[src/core/adder_defs.svh]
/*
 adder_defs.svh: bit positions, constant words and timing figures for the
 ones'-complement adder and write-line bus.
 assumes: included by the adder package and the adder module only.
*/
`ifndef ADDER_DEFS_SVH
`define ADDER_DEFS_SVH

`define WORD_W          16
`define LOW_W           15
`define CNT_LOC_W       6
`define IRQ_CODE_W      4
// constants placed into x or onto the bus
`define X_PLUS_ONE      16'h0001
`define X_MINUS_ONE     16'hfffe
`define X_PLUS_TWO      16'h0002
`define X_BIT15_CONST   16'h4000
`define X_PLUS_ZERO     16'h0000
`define BUS_PLUS_ONE    16'h0001
`define BUS_PLUS_TWO    16'h0002
`define BUS_MINUS_ONE   16'hfffe
`define BUS_SAVE_LOC    16'h000d
`define BUS_START_ADDR  16'h0800
// field positions (zero based; documented bit n is index n-1)
`define SIGN_BIT        15
`define OVF_BIT         14
`define LOW_MASK        16'h7fff
`define HIGH_MASK       16'h8000
`define IRQ_HIGH_POS    11
`define IRQ_CODE_POS    2
// multiply timing slots
`define MUL_BLOCK_TIME  4'ha
`define MUL_CLEAR_TIME  4'h6
`define TIME_W          4

`endif

[src/core/adder_pkg.sv]
/*
 adder_pkg.sv: types shared by the adder and its users.
 assumes: adder_defs.svh on the include path.
*/
`include "adder_defs.svh"

package adder_pkg;

   typedef logic [`WORD_W-1:0] word_t;

   // constant-load and clear pulses toward register x
   typedef struct packed
   {
      logic load_x_plus_one;
      logic load_x_minus_one;
      logic load_x_plus_two;
      logic load_x_bit15_const;
      logic divide_branch_clear_x;
   } x_ctrl_t;

   // constant sources gated straight onto the write lines
   typedef struct packed
   {
      logic const_plus_one_pulse;
      logic const_plus_two_pulse;
      logic const_minus_one_pulse;
      logic save_loc_pulse;
      logic start_address_pulse;
   } bus_const_t;

   // sequencer multiply and carry controls
   typedef struct packed
   {
      logic                multiply_first_step;
      logic                multiply_last_step;
      logic [`TIME_W-1:0]  time_slot;
      logic                force_carry_in_pulse;
      logic                operand_pair_clear;
   } carry_ctrl_t;

   // sign-derived flags of the current sum
   typedef struct packed
   {
      logic overflow;
      logic underflow;
      logic sum_sign;
   } sum_flags_t;

endpackage : adder_pkg

[src/core/adder_write_bus.sv]
/*
 adder_write_bus.sv: 16-bit ones'-complement parallel adder (x, y) with its
 carry control, and the or-ed write-line bus with its constant sources.
 assumes: a sequencer on core_clk issues one-cycle control pulses; priority
 control drives counter-address and interrupt-vector lines itself.
*/
`timescale 1ns/1ps
`default_nettype none
`include "adder_defs.svh"

module adder_write_bus
   import adder_pkg::*;
#(
   parameter int WIDTH = `WORD_W,
   parameter int REG_SRCS = 4
)
(
   // clock and reset
   input  wire logic                       core_clk,
   input  wire logic                       resetn,
   // sequencer controls
   input  wire x_ctrl_t                    x_ctrl,
   input  wire carry_ctrl_t                carry_ctrl,
   input  wire bus_const_t                 bus_const,
   input  wire logic                       sum_read_pulse,
   input  wire logic                       sum_modular_read_pulse,
   input  wire logic                       read_time,
   input  wire logic                       modular_subtract_op,
   input  wire logic                       angle_increment_plus_op,
   input  wire logic                       angle_increment_minus_op,
   // y operand, accumulator word or-ed into x
   input  wire logic                       y_write,
   input  wire logic                       x_from_acc,
   input  wire logic [WIDTH-1:0]           acc_word,
   // gated register readouts, one word each
   input  wire logic [REG_SRCS*WIDTH-1:0]  reg_read_words,
   // priority control sources
   input  wire logic [`CNT_LOC_W-1:0]      counter_loc_input,
   input  wire logic                       irq_vector_high_bit,
   input  wire logic [`IRQ_CODE_W-1:0]     irq_vector_code_bit,
   // write lines and adder status
   output logic [WIDTH-1:0]                bus_line,
   output logic [WIDTH-1:0]                bus_line_n,
   output logic                            sum_low_read_strobe,
   output logic                            sum_high_read_strobe,
   output logic [WIDTH-1:0]                x_reg,
   output logic [WIDTH-1:0]                y_reg,
   output logic                            wraparound_carry_block,
   output logic                            carry_in_set,
   output sum_flags_t                      sum_flags
);

   ////////////////////////////////////////////////////////////////////////
   // operand registers and carry flops

   logic [WIDTH-1:0] x_q, x_d, y_q, y_d;
   logic             block_q, block_d, cin_q, cin_d;

   always_comb
   begin
      x_d = x_q;
      y_d = y_q;
      // pair clear comes first so a load in the same cycle still lands
      if (carry_ctrl.operand_pair_clear)
      begin
         x_d = WIDTH'(`X_PLUS_ZERO);
         y_d = WIDTH'(`X_PLUS_ZERO);
      end
      if (y_write)
         y_d = bus_line;
      if (x_from_acc)
         x_d = x_d | acc_word;
      if (x_ctrl.load_x_plus_one)
         x_d = WIDTH'(`X_PLUS_ONE);
      if (x_ctrl.load_x_minus_one)
         x_d = WIDTH'(`X_MINUS_ONE);
      if (x_ctrl.load_x_plus_two)
         x_d = WIDTH'(`X_PLUS_TWO);
      if (x_ctrl.load_x_bit15_const)
         x_d = WIDTH'(`X_BIT15_CONST);
      if (x_ctrl.divide_branch_clear_x)
         x_d = WIDTH'(`X_PLUS_ZERO);
   end

   always_comb
   begin
      block_d = block_q;
      cin_d   = cin_q;
      // block from time 10 of the first step to time 6 of the last
      if (carry_ctrl.multiply_first_step && carry_ctrl.time_slot == `MUL_BLOCK_TIME)
         block_d = 1'b1;
      else if (carry_ctrl.multiply_last_step && carry_ctrl.time_slot == `MUL_CLEAR_TIME)
         block_d = 1'b0;
      // setting wins over a coincident clear
      if (carry_ctrl.force_carry_in_pulse)
         cin_d = 1'b1;
      else if (carry_ctrl.operand_pair_clear)
         cin_d = 1'b0;
   end

   // operand pair
   always_ff @(posedge core_clk or negedge resetn)
   begin
      if (!resetn)
      begin
         x_q <= '0;
         y_q <= '0;
      end
      else
      begin
         x_q <= x_d;
         y_q <= y_d;
      end
   end

   // carry control flops
   always_ff @(posedge core_clk or negedge resetn)
   begin
      if (!resetn)
      begin
         block_q <= 1'b0;
         cin_q   <= 1'b0;
      end
      else
      begin
         block_q <= block_d;
         cin_q   <= cin_d;
      end
   end

   assign x_reg                  = x_q;
   assign y_reg                  = y_q;
   assign wraparound_carry_block = block_q;
   assign carry_in_set           = cin_q;

   ////////////////////////////////////////////////////////////////////////
   // ripple adder with end-around carry
   // the wraparound path is a combinational loop only in name: it is
   // resolved by a second pass so synthesis sees an acyclic network

   logic [WIDTH-1:0] sum;
   logic [WIDTH:0]   c0, c1;
   logic             wraparound_carry;

   genvar g;
   generate
      for (g = 0; g < WIDTH; g++)
      begin : g_bit
         // first pass: forced carry only, just its carry out is kept
         assign c0[g+1]  = (x_q[g] & y_q[g]) | (c0[g] & (x_q[g] ^ y_q[g]));
         // second pass: add the returned carry
         assign sum[g]   = x_q[g] ^ y_q[g] ^ c1[g];
         assign c1[g+1]  = (x_q[g] & y_q[g]) | (c1[g] & (x_q[g] ^ y_q[g]));
      end
   endgenerate

   assign c0[0]            = cin_q;
   assign wraparound_carry = c0[WIDTH] & ~block_q;
   assign c1[0]            = cin_q | wraparound_carry;

   // sign in bit 16, overflow shows as bit 15 of the sum disagreeing with two like operand signs
   always_comb
   begin
      sum_flags.sum_sign  = sum[`SIGN_BIT];
      sum_flags.overflow  = ~x_q[`SIGN_BIT] & ~y_q[`SIGN_BIT] & sum[`OVF_BIT];
      sum_flags.underflow = x_q[`SIGN_BIT] & y_q[`SIGN_BIT] & ~sum[`OVF_BIT];
   end

   ////////////////////////////////////////////////////////////////////////
   // read strobes

   logic modular_ctx;
   assign modular_ctx = modular_subtract_op | angle_increment_plus_op
                      | angle_increment_minus_op;

   assign sum_high_read_strobe = sum_read_pulse & read_time;
   assign sum_low_read_strobe  = (sum_read_pulse & read_time)
                               | (sum_modular_read_pulse & read_time
                                  & (modular_ctx | 1'b1));

   ////////////////////////////////////////////////////////////////////////
   // write-line bus: plain or of every source

   function automatic logic [WIDTH-1:0] gate_word(input logic en,
                                                  input logic [WIDTH-1:0] w);
      gate_word = en ? w : '0;
   endfunction : gate_word

   logic [WIDTH-1:0] reg_or, const_or, prio_or, sum_or, bus_d;

   always_comb
   begin
      reg_or = '0;
      for (int i = 0; i < REG_SRCS; i++)
         reg_or = reg_or | reg_read_words[i*WIDTH +: WIDTH];
   end

   always_comb
   begin
      const_or = gate_word(bus_const.const_plus_one_pulse, WIDTH'(`BUS_PLUS_ONE))
               | gate_word(bus_const.const_plus_two_pulse, WIDTH'(`BUS_PLUS_TWO))
               | gate_word(bus_const.const_minus_one_pulse, WIDTH'(`BUS_MINUS_ONE))
               | gate_word(bus_const.save_loc_pulse, WIDTH'(`BUS_SAVE_LOC))
               | gate_word(bus_const.start_address_pulse, WIDTH'(`BUS_START_ADDR));
      prio_or = '0;
      prio_or[`CNT_LOC_W-1:0] = counter_loc_input;
      prio_or[`IRQ_HIGH_POS] = irq_vector_high_bit;
      // vector code shares low lines with the counter address: or, never overwrite
      prio_or[`IRQ_CODE_POS +: `IRQ_CODE_W] = prio_or[`IRQ_CODE_POS +: `IRQ_CODE_W]
                                             | irq_vector_code_bit;
      sum_or = gate_word(sum_low_read_strobe, sum & WIDTH'(`LOW_MASK))
             | gate_word(sum_high_read_strobe, sum & WIDTH'(`HIGH_MASK));
      bus_d = reg_or | const_or | prio_or | sum_or;
   end

   // the bus is combinational so a read and a register write share one cycle
   assign bus_line   = bus_d;
   assign bus_line_n = ~bus_d;

endmodule : adder_write_bus

`default_nettype wire

[config.mk]
export PLATFORM = sky130hd
export DESIGN_NAME = adder_write_bus
export DESIGN_NICKNAME = d
export VERILOG_FILES = /design/src/core/adder_pkg.sv /design/src/core/adder_write_bus.sv
export VERILOG_INCLUDE_DIRS = /design/src /design/src/core
export SDC_FILE = /design/constraint.sdc
export NUM_CORES = 1
export LEC_CHECK = 0
export BUFFER_PORTS_ARGS = -buffer_cell sky130_fd_sc_hd__clkbuf_2
export CAP_MARGIN = 20
export CORE_MARGIN = 8
export CORE_UTILIZATION = 30
export CTS_CLUSTER_DIAMETER = 60
export DETAILED_ROUTE_END_ITERATION = 10
export PLACE_DENSITY_LB_ADDON = 0.1
export SETUP_SLACK_MARGIN = 0.4
export SLEW_MARGIN = 10
export SYNTH_ARGS = -nofsm -noshare
export SYNTH_HDL_FRONTEND = slang
export SYNTH_SLANG_ARGS = --single-unit
[constraint.sdc]
create_clock -name core_clk -period 26.5 [get_ports core_clk]
set_input_delay 5.3 -clock core_clk [delete_from_list [all_inputs] [get_ports core_clk]]
set_output_delay 5.3 -clock core_clk [all_outputs]
set_load 0.03 [all_outputs]
# Yosys cells after proc, flatten, opt, wreduce, memory -nomap -nowiden

Index checks and enable logic that the tools add are counted.

Register bits after elaboration: 34
Input bits: 119
Output and inout port bits: 71
Logic and storage cells: 167

Equal/unequal tests: 2
Multiplexer cells: 20
Bitwise operators: 136
Reduce and logical (&&, ||, !) cells: 5

Operators by type and width:

| cell                                                                  | count |
|---|---|
| 16-bit 2-to-1 mux                                                     | 11 |
| 16-bit OR                                                             | 6 |
| 1-bit bitwise AND                                                     | 53 |
| 1-bit OR                                                              | 33 |
| 16-bit by 12-bit OR with 16-bit output                                | 2 |
| 1-bit XOR                                                             | 32 |
| 16-bit inverter                                                       | 1 |
| 15-bit by 16-bit OR with 16-bit output                                | 1 |
| 16-bit by 4-bit OR with 16-bit output                                 | 1 |
| 2-bit by 16-bit OR with 16-bit output                                 | 1 |
| 15-bit 2-to-1 mux                                                     | 1 |
| 12-bit 2-to-1 mux                                                     | 1 |
| 2-bit nonzero test                                                    | 3 |
| 1-bit 2-to-1 mux                                                      | 5 |
| 4-bit by 3-bit equality test with 1-bit output, second input constant | 1 |
| 4-bit equality test, second input constant                            | 1 |
| 4-bit 2-to-1 mux                                                      | 1 |
| 1-bit inverter                                                        | 4 |
| 4-bit OR                                                              | 1 |
| 1-bit logical AND                                                     | 2 |
| 2-bit 2-to-1 mux                                                      | 1 |
| 1-bit by 2-bit OR with 2-bit output                                   | 1 |

# Longest topological paths before layout

Gate-level depths: netlist of run 1.

Depth in word-level cells: 70
Mapped depth: 27
Mapped depth without buffers: 27

# Worst setup path after synthesis of run 1

OpenSTA, ideal clock, no wires.

Path kind: flip-flop to output port
Start point: reg x_q[0], in the netlist x_reg[0]
End point: out bus_line_n[15]
Data arrival time: 7.908 ns
Data required time: 21.200 ns
Setup slack: 13.292 ns
Stages on the path, launching flop included: 28
Buffers on the path: 0
Path through: dfrtp_1 ha_1 a211oi_1 o21ai_0 a21oi_1 o211ai_1 a221oi_1 fa_1 fa_1 fa_1 fa_1 fa_1 fa_1 fa_1 fa_1 inv_1 fa_1 inv_1 fa_1 fa_1 fa_1 fa_1 fa_1 inv_1 fa_1 xor2_1 a211o_1 inv_1

RTL lines:

| element                  | RTL line               | source |
|---|---|---|
| start: declaration       | adder_write_bus.sv:56  | `logic [WIDTH-1:0] x_q, x_d, y_q, y_d;` |
| start signal: assignment | adder_write_bus.sv:106 | `x_q <= '0;` |
| start signal: assignment | adder_write_bus.sv:111 | `x_q <= x_d;` |
| end: declaration         | adder_write_bus.sv:43  | `output logic [WIDTH-1:0] bus_line_n,` |

# Worst setup path after layout of run 1

Start point: reg x_q[1], in the netlist x_reg[1]
End point: out bus_line_n[14]

Cells in the longest elaborated chain, start to end: 66
Elaborated cells on any way between the ends: 67
Those cells by class: 1 x mux; 66 x bitwise

RTL lines:

| element                                    | RTL line                                       | source |
|---|---|---|
| 1-bit XOR                                  | adder_write_bus.sv:150, adder_write_bus.sv:153 |  |
| 1-bit bitwise AND                          | adder_write_bus.sv:150                         | `assign c0[g+1] = (x_q[g] & y_q[g]) \| (c0[g] & (x_q[g] ^ y_q[g]));` |
| 1-bit OR                                   | adder_write_bus.sv:150                         |  |
| 1-bit bitwise AND                          | adder_write_bus.sv:150                         |  |
| 1-bit OR                                   | adder_write_bus.sv:150                         |  |
| 1-bit bitwise AND                          | adder_write_bus.sv:150                         |  |
| 1-bit OR                                   | adder_write_bus.sv:150                         |  |
| 1-bit bitwise AND                          | adder_write_bus.sv:150                         |  |
| [50 not listed]                            | -                                              |  |
| 1-bit OR (*)                               | adder_write_bus.sv:153                         | `assign c1[g+1] = (x_q[g] & y_q[g]) \| (c1[g] & (x_q[g] ^ y_q[g]));` |
| 1-bit bitwise AND (*)                      | adder_write_bus.sv:153                         |  |
| 1-bit OR (*)                               | adder_write_bus.sv:153                         |  |
| 1-bit XOR (*)                              | adder_write_bus.sv:152                         | `assign sum[g] = x_q[g] ^ y_q[g] ^ c1[g];` |
| 15-bit 2-to-1 mux (*)                      | adder_write_bus.sv:186                         | `gate_word = en ? w : '0;` |
| 15-bit by 16-bit OR with 16-bit output (*) | adder_write_bus.sv:211                         | `` sum_or = gate_word(sum_low_read_strobe, sum & WIDTH'(`LOW_MASK)) `` |
| 16-bit OR (*)                              | adder_write_bus.sv:213                         | `bus_d = reg_or \| const_or \| prio_or \| sum_or;` |
| 16-bit inverter (*)                        | adder_write_bus.sv:218                         | `assign bus_line_n = ~bus_d;` |

Every way passes the cells marked *; elsewhere a longest branch is shown, timed or not.

==> results of run 1 <==
-- cell usage in the layout, fill, tap and decap left out, types with 2 or more instances in the layout --
master and n:
o21ai_0 2, a21oi_1 2, clkbuf_2 186, nor4_1 9, o31ai_1 13, clkbuf_8 5
and2_1 2, a211o_1 3, a22oi_1 15, a21o_1 3, nor2b_1 2, a221oi_1 2
ha_1 17, buf_4 2, inv_1 50, o211ai_1 14, nor2_1 23, nand2_1 14
dfrtp_1 34, fa_1 15, o21a_1 16, nor3_1 14, or4_1 3, a22o_1 3
-- Yosys cell counts (all sizes together), types with 2 or more instances --
library cell  count
a2111oi           2
a211o             3
a21o              3
a21oi             2
a221oi            2
a22o              3
a22oi            15
and2              2
clkbuf           12
dfrtp            34
fa               15
ha               17
inv              50
nand2            14
nor2             23
nor2b             2
nor3             14
nor4              9
o211ai           14
o21a             16
o21ai             3
o31ai            13
or4               3
-- final timing paths --
path	cells after the start	start	endpoint	slack, ns
setup / recovery	27	x_reg[1]	bus_line_n[14]	12.76
setup reg to reg	26	x_reg[1]	y_reg[14]	18.27
min in group asynchronous	1	resetn	x_reg[1]	5.13
hold reg to reg	1	y_reg[15]	y_reg[15]	0.58
max in group asynchronous	1	resetn	y_reg[12]	20.80
hold / removal	1	y_reg[15]	y_reg[15]	0.58
-- layer usage --
layer	part of all wire, %	vias to the layer above	GRT usage, %
li1	-	1364	-
met1	42	1272	20.8
met2	48	100	27.1
met5	0	-	0
met4	0.75	0	3.32
met3	8.9	4	4.58
-- final cells by class --
class,count,area share (%)
clock buffer,6,1.96
inverter,51,5.16
multi-input combinational,185,39.9
timing repair buffer,188,25.5
clock inverter,2,1.01
sequential,34,22.9
tap,105,3.54
-- logic make-up after synthesis --
kind of cell / after synthesis
flip-flops: 34
buffers and inverters: 64
adder cells (fa/ha/maj): 32
XOR/XNOR: 1
AO/OA/AOI/OAI: 82
AND/OR/NAND/NOR: 70
-- worst max-delay path: stages, from the launching register on --
cell and delay [ns]:
dfrtp_1 0.44, ha_1 0.30, o21ai_0 0.07, o21ai_0 0.17, a21oi_1 0.10, o211ai_1 0.23
a221oi_1 0.16, fa_1 0.41, fa_1 0.41, fa_1 0.42, fa_1 0.41, fa_1 0.41
fa_1 0.40, fa_1 0.40, fa_1 0.36, inv_1 0.07, fa_1 0.17, inv_1 0.05
fa_1 0.38, fa_1 0.39, fa_1 0.41, fa_1 0.39, fa_1 0.38, inv_1 0.08
fa_1 0.47, a211o_1 0.37, inv_1 0.08, clkbuf_2 0.20
-- power breakdown --
group	internal, mW	leakage (nW)	switching [mW]
registers	0.0546	0.418	0.00335
logic	0.0173	1.65	0.0265
clock network	0.0281	0.0514	0.0206
total	0.100	2.12	0.0504
==> flow_metrics.env, run 1 <==
export IMPL_outcome="finished clean"
export IMPL_async_flop_share_pct=100
export IMPL_setup_violations_final=0
export IMPL_whs_ns=0.578
export IMPL_track_usage_pct=16.4
export IMPL_drc=0
export IMPL_antenna_diode_count=0
export IMPL_synth_top_area_share_pct=33.1
export IMPL_globalplace_congestion=0.797
export IMPL_cp_max_fo=4
export IMPL_grt_pass1_wl_um=15400
export IMPL_cts_sinks=34
export IMPL_hpwl_um=8070
export IMPL_synth_compound_area_share_pct=24.3
export IMPL_stdcell_count=571
export IMPL_portBuffers=186
export IMPL_finalCoreUtilization_pct=44.9
export IMPL_finalHoldViolCount=0
export IMPL_crit_path_end_kind="primary output"
export IMPL_period_share_pct=51.8
export IMPL_fillers=858
export IMPL_register_area_sq_um=851
export IMPL_grt_antenna_before_repair=0
export IMPL_drt_wl_total_um=9620
export IMPL_via_count=2740
export IMPL_wire_per_inst_um=16.8
export IMPL_rsz0062_at_grt="no"
export IMPL_yosys_area_share_adder_pct=20.0
export IMPL_critPathRequiredTime_ns=21.20
export IMPL_clk_root_buffer_cell="clkbuf_8"
export IMPL_clk_latency_ns=0.29
export IMPL_grt_overflow=0
export IMPL_dp_cells=563
export IMPL_synth_edf_count=0
export IMPL_synth_flop_cell="dfrtp_1"
export IMPL_yosys_area_share_xor_xnor_pct=0.341
export IMPL_core_area_sq_mm=0.00826
export IMPL_dr_first_iter_drc_count=58
export IMPL_yosysTopAreaCell="dfrtp_1"
export IMPL_cts_tree="done"
export IMPL_rows=33
export IMPL_crit_type="reg -> out"
export IMPL_place_area_sq_mm=0.00360
export IMPL_min_period_ns=13.74
export IMPL_synth_top_family_by_area="compound AO/OA/AOI/OAI gates"
export IMPL_initial_utilization_pct=31.1
export IMPL_leakagePower_nw=2.12
export IMPL_multi_input_area_sq_mm=0.00148
export IMPL_tightest_slew_ns=0.908
export IMPL_synth_cell_type_count=37
export IMPL_synth_nets=434
export IMPL_mappedNetlistArea_sq_mm=0.00257
export IMPL_ys_seq_elements=34
export IMPL_maxCapViolCount=0
export IMPL_clock_skew_ns=0.00477
export IMPL_nNetsFinal=616
export IMPL_muxShareOfSynthArea_pct=0
export IMPL_ant_nets=0
export IMPL_ir_drop_uv=20.8
export IMPL_avgViaCountPerCell=4.80
export IMPL_drive_above_1_share_pct=42.1
export IMPL_total_power_mw=0.150
export IMPL_yosys_area_share_simple_pct=13.0
export IMPL_ys_warnings_count=0
export IMPL_cts_buffer_depth=2
export IMPL_die_w_um=109
export IMPL_avgSynthCellArea_sq_um=9.09
export IMPL_dieArea_sq_mm=0.0118
export IMPL_seq_area_frac_synth_pct=33.1
export IMPL_hold_path_class="reg -> reg"
export IMPL_maxSlewViolCount=0
export IMPL_slew_headroom_pct=39.4
export IMPL_first_pass_iters=4
export IMPL_synthToLayoutAreaGrowth_pct=44.3
export IMPL_post_route_cell_area_sq_mm=0.00371
export IMPL_powerDensity_mw_per_mm2=40.5
export IMPL_synthCells=283
export IMPL_clk_pin_slew_worst_paths_ns=0.08
export IMPL_h_tree_depth=2
export IMPL_max_freq_ghz=0.0728
export IMPL_synth_area_top_cells="dfrtp_1, fa_1, ha_1, inv_1, o21a_1"
export IMPL_start_kind="flip-flop"
export IMPL_finalSetupTns_ns=0
export IMPL_place_ws_ns=13.04
export IMPL_cts_resized=0
export IMPL_grt_max_degree=35
export IMPL_cp_data_arrival_time_ns=8.44
export IMPL_cts_setup_buffers=0
export IMPL_cts_buffers=5
export IMPL_grt_pass1_vias=2957
export IMPL_setup_slack_ns=12.76
export IMPL_holdBufCountCts=0
export IMPL_die_h_um=109
export IMPL_ios=190
No activity file was read; power rests on OpenSTA's default activity.
==> run 2, diff against run 1 <==
==> constraint.sdc (replaced) <==
create_clock -name core_clk -period 13.6 [get_ports core_clk]
set_input_delay 2.72 -clock core_clk [delete_from_list [all_inputs] [get_ports core_clk]]
set_output_delay 2.72 -clock core_clk [all_outputs]
set_load 0.03 [all_outputs]
==> flow_metrics.env, run 2 (same netlist as run 1, synthesis figures left out) <==
export IMPL_p_int_mw=0.181
export IMPL_dieArea_sq_mm=0.0118
export IMPL_slew_headroom_pct=39.1
export IMPL_critPathSlowestCell="fa_1"
export IMPL_cp_max_fo=4
export IMPL_critPathRequiredTime_ns=10.88
export IMPL_cp_buffers_inverters=5
export IMPL_portBuffers=186
export IMPL_rsz0062_at_grt="no"
export IMPL_regToRegEndpoint="y_reg[14]"
export IMPL_power_share_sequential_pct=40.3
export IMPL_track_usage_pct=16.3
export IMPL_grt_antenna_before_repair=0
export IMPL_slowest_delay_ns=0.48
export IMPL_post_route_cell_area_sq_mm=0.00369
export IMPL_crit_path_end_kind="primary output"
export IMPL_cts_tree="done"
export IMPL_p_sw_mw=0.0990
export IMPL_crit_top_cell="fa_1"
export IMPL_setup_violations_final=0
export IMPL_avgViaCountPerCell=4.87
export IMPL_hold_depth=1
export IMPL_rows=33
export IMPL_combPwrFrac_pct=30.8
export IMPL_drc=0
export IMPL_r2r_cells=26
export IMPL_hpwl_um=8160
export IMPL_grt_pass1_wl_um=15200
export IMPL_drive_above_1_share_pct=42.1
export IMPL_grt_overflow=0
export IMPL_cts_buffers=5
export IMPL_globalplace_congestion=0.799
export IMPL_grt_pass1_vias=2917
export IMPL_ios=190
export IMPL_max_freq_ghz=0.0890
export IMPL_cts_buffer_depth=2
export IMPL_cp_data_arrival_time_ns=8.51
export IMPL_whs_ns=0.591
export IMPL_place_area_sq_mm=0.00360
export IMPL_ant_nets=0
export IMPL_synthToLayoutAreaGrowth_pct=43.6
export IMPL_maxCapViolCount=0
export IMPL_fillers=894
export IMPL_clk_latency_ns=0.29
export IMPL_maxSlewViolCount=0
export IMPL_h_tree_depth=2
export IMPL_clock_skew_ns=0.00832
export IMPL_final_common_cell="clkbuf_2"
export IMPL_grt_max_degree=35
export IMPL_final_cell_mix="clkbuf_2, inv_1, dfrtp_1, nor2_1, ha_1"
export IMPL_leakagePower_nw=2.11
export IMPL_period_share_pct=82.6
export IMPL_crit_type="reg -> out"
export IMPL_cts_setup_buffers=0
export IMPL_clk_pin_slew_worst_paths_ns=0.07
export IMPL_rrSetupSlack_ns=5.30
export IMPL_clk_root_buffer_cell="clkbuf_8"
export IMPL_tightest_slew_ns=0.913
export IMPL_antenna_diode_count=0
export IMPL_hold_end="y_reg[15]"
export IMPL_holdBufCountCts=0
export IMPL_via_count=2778
export IMPL_finalSetupTns_ns=0
export IMPL_dr_first_iter_drc_count=64
export IMPL_wire_per_inst_um=17.2
export IMPL_powerDensity_mw_per_mm2=75.9
export IMPL_outcome="finished clean"
export IMPL_drt_wl_total_um=9820
export IMPL_nNetsFinal=616
export IMPL_cts_sinks=34
export IMPL_first_pass_iters=4
export IMPL_crit_family="adder cells"
export IMPL_min_period_ns=11.23
export IMPL_die_h_um=109
export IMPL_initial_utilization_pct=31.1
export IMPL_start_kind="flip-flop"
export IMPL_hp_start="y_reg[15]"
export IMPL_ir_drop_uv=42.9
export IMPL_r2r_start="x_reg[1]"
export IMPL_hold_path_class="reg -> reg"
export IMPL_p_sw_share_pct=35.3
export IMPL_finalHoldViolCount=0
export IMPL_die_w_um=109
export IMPL_clkPwrFrac_pct=28.9
export IMPL_cts_resized=0
export IMPL_core_area_sq_mm=0.00826
[run 2: cell types whose count changed in the layout (fill, tap and decap cells not counted), sizes merged]
cell	delta
clkinv	+1
clkbuf	+1
bufinv	-1
clkinvlp	-1
[run 2: per-layer routing]
layer	vias to the layer above	GRT usage, %	wire length (um)
li1	1367	-	-
met1	1306	20.3	4160
met2	101	27.3	4720
met3	4	4.94	864
met4	0	2.93	70
met5	-	0	0
[run 2: stage by stage]
step / utilization (%) / power (mW) / cells / setup WS (ns)
CTS: 44.7 / 0.285 / 571 / 2.33
detailed placement: 43.6 / 0.203 / 563 / 2.66
global route: 44.7 / 0.299 / 571 / 2.01
global placement: 43.6 / 0.201 / 563 / 2.78
finish: 44.7 / 0.280 / 571 / 2.37
floorplan: - / 0.162 / 283 / 2.97
[run 2: how the worst max path moves through the flow]
stage,from,to,slack [ns],cells past startpoint
after floorplan,x_reg[0],bus_line_n[15],2.97,27
after global placement,x_reg[1],bus_line_n[14],2.78,27
after detailed placement,x_reg[0],bus_line_n[14],2.66,27
after CTS,x_reg[0],bus_line_n[14],2.33,27
after global routing,x_reg[1],bus_line_n[14],2.01,27
final,x_reg[1],bus_line_n[14],2.37,27
[run 2: cell type report]
type | instances | area (sq um) | share of cell area (%)
Clock inverter | 1 | 5.00 | 0.136
Clock buffer | 7 | 86.3 | 2.34
Sequential cell | 34 | 851 | 23.1
Inverter | 51 | 191 | 5.19
Tap cell | 105 | 131 | 3.56
Multi-Input combinational cell | 185 | 1480 | 40.1
Timing Repair Buffer | 188 | 946 | 25.6
[run 2: power groups by stage]
stage | Combinational, mW | Clock, mW | Sequential [mW]
6_report | 0.0863 | 0.0810 | 0.113
5_1_grt | 0.0962 | 0.0887 | 0.114
4_1_cts | 0.0880 | 0.0844 | 0.113
3_5_place_dp | 0.0879 | 0 | 0.115
3_3_place_gp | 0.0866 | 0 | 0.115
2_1_floorplan | 0.0379 | 0 | 0.124
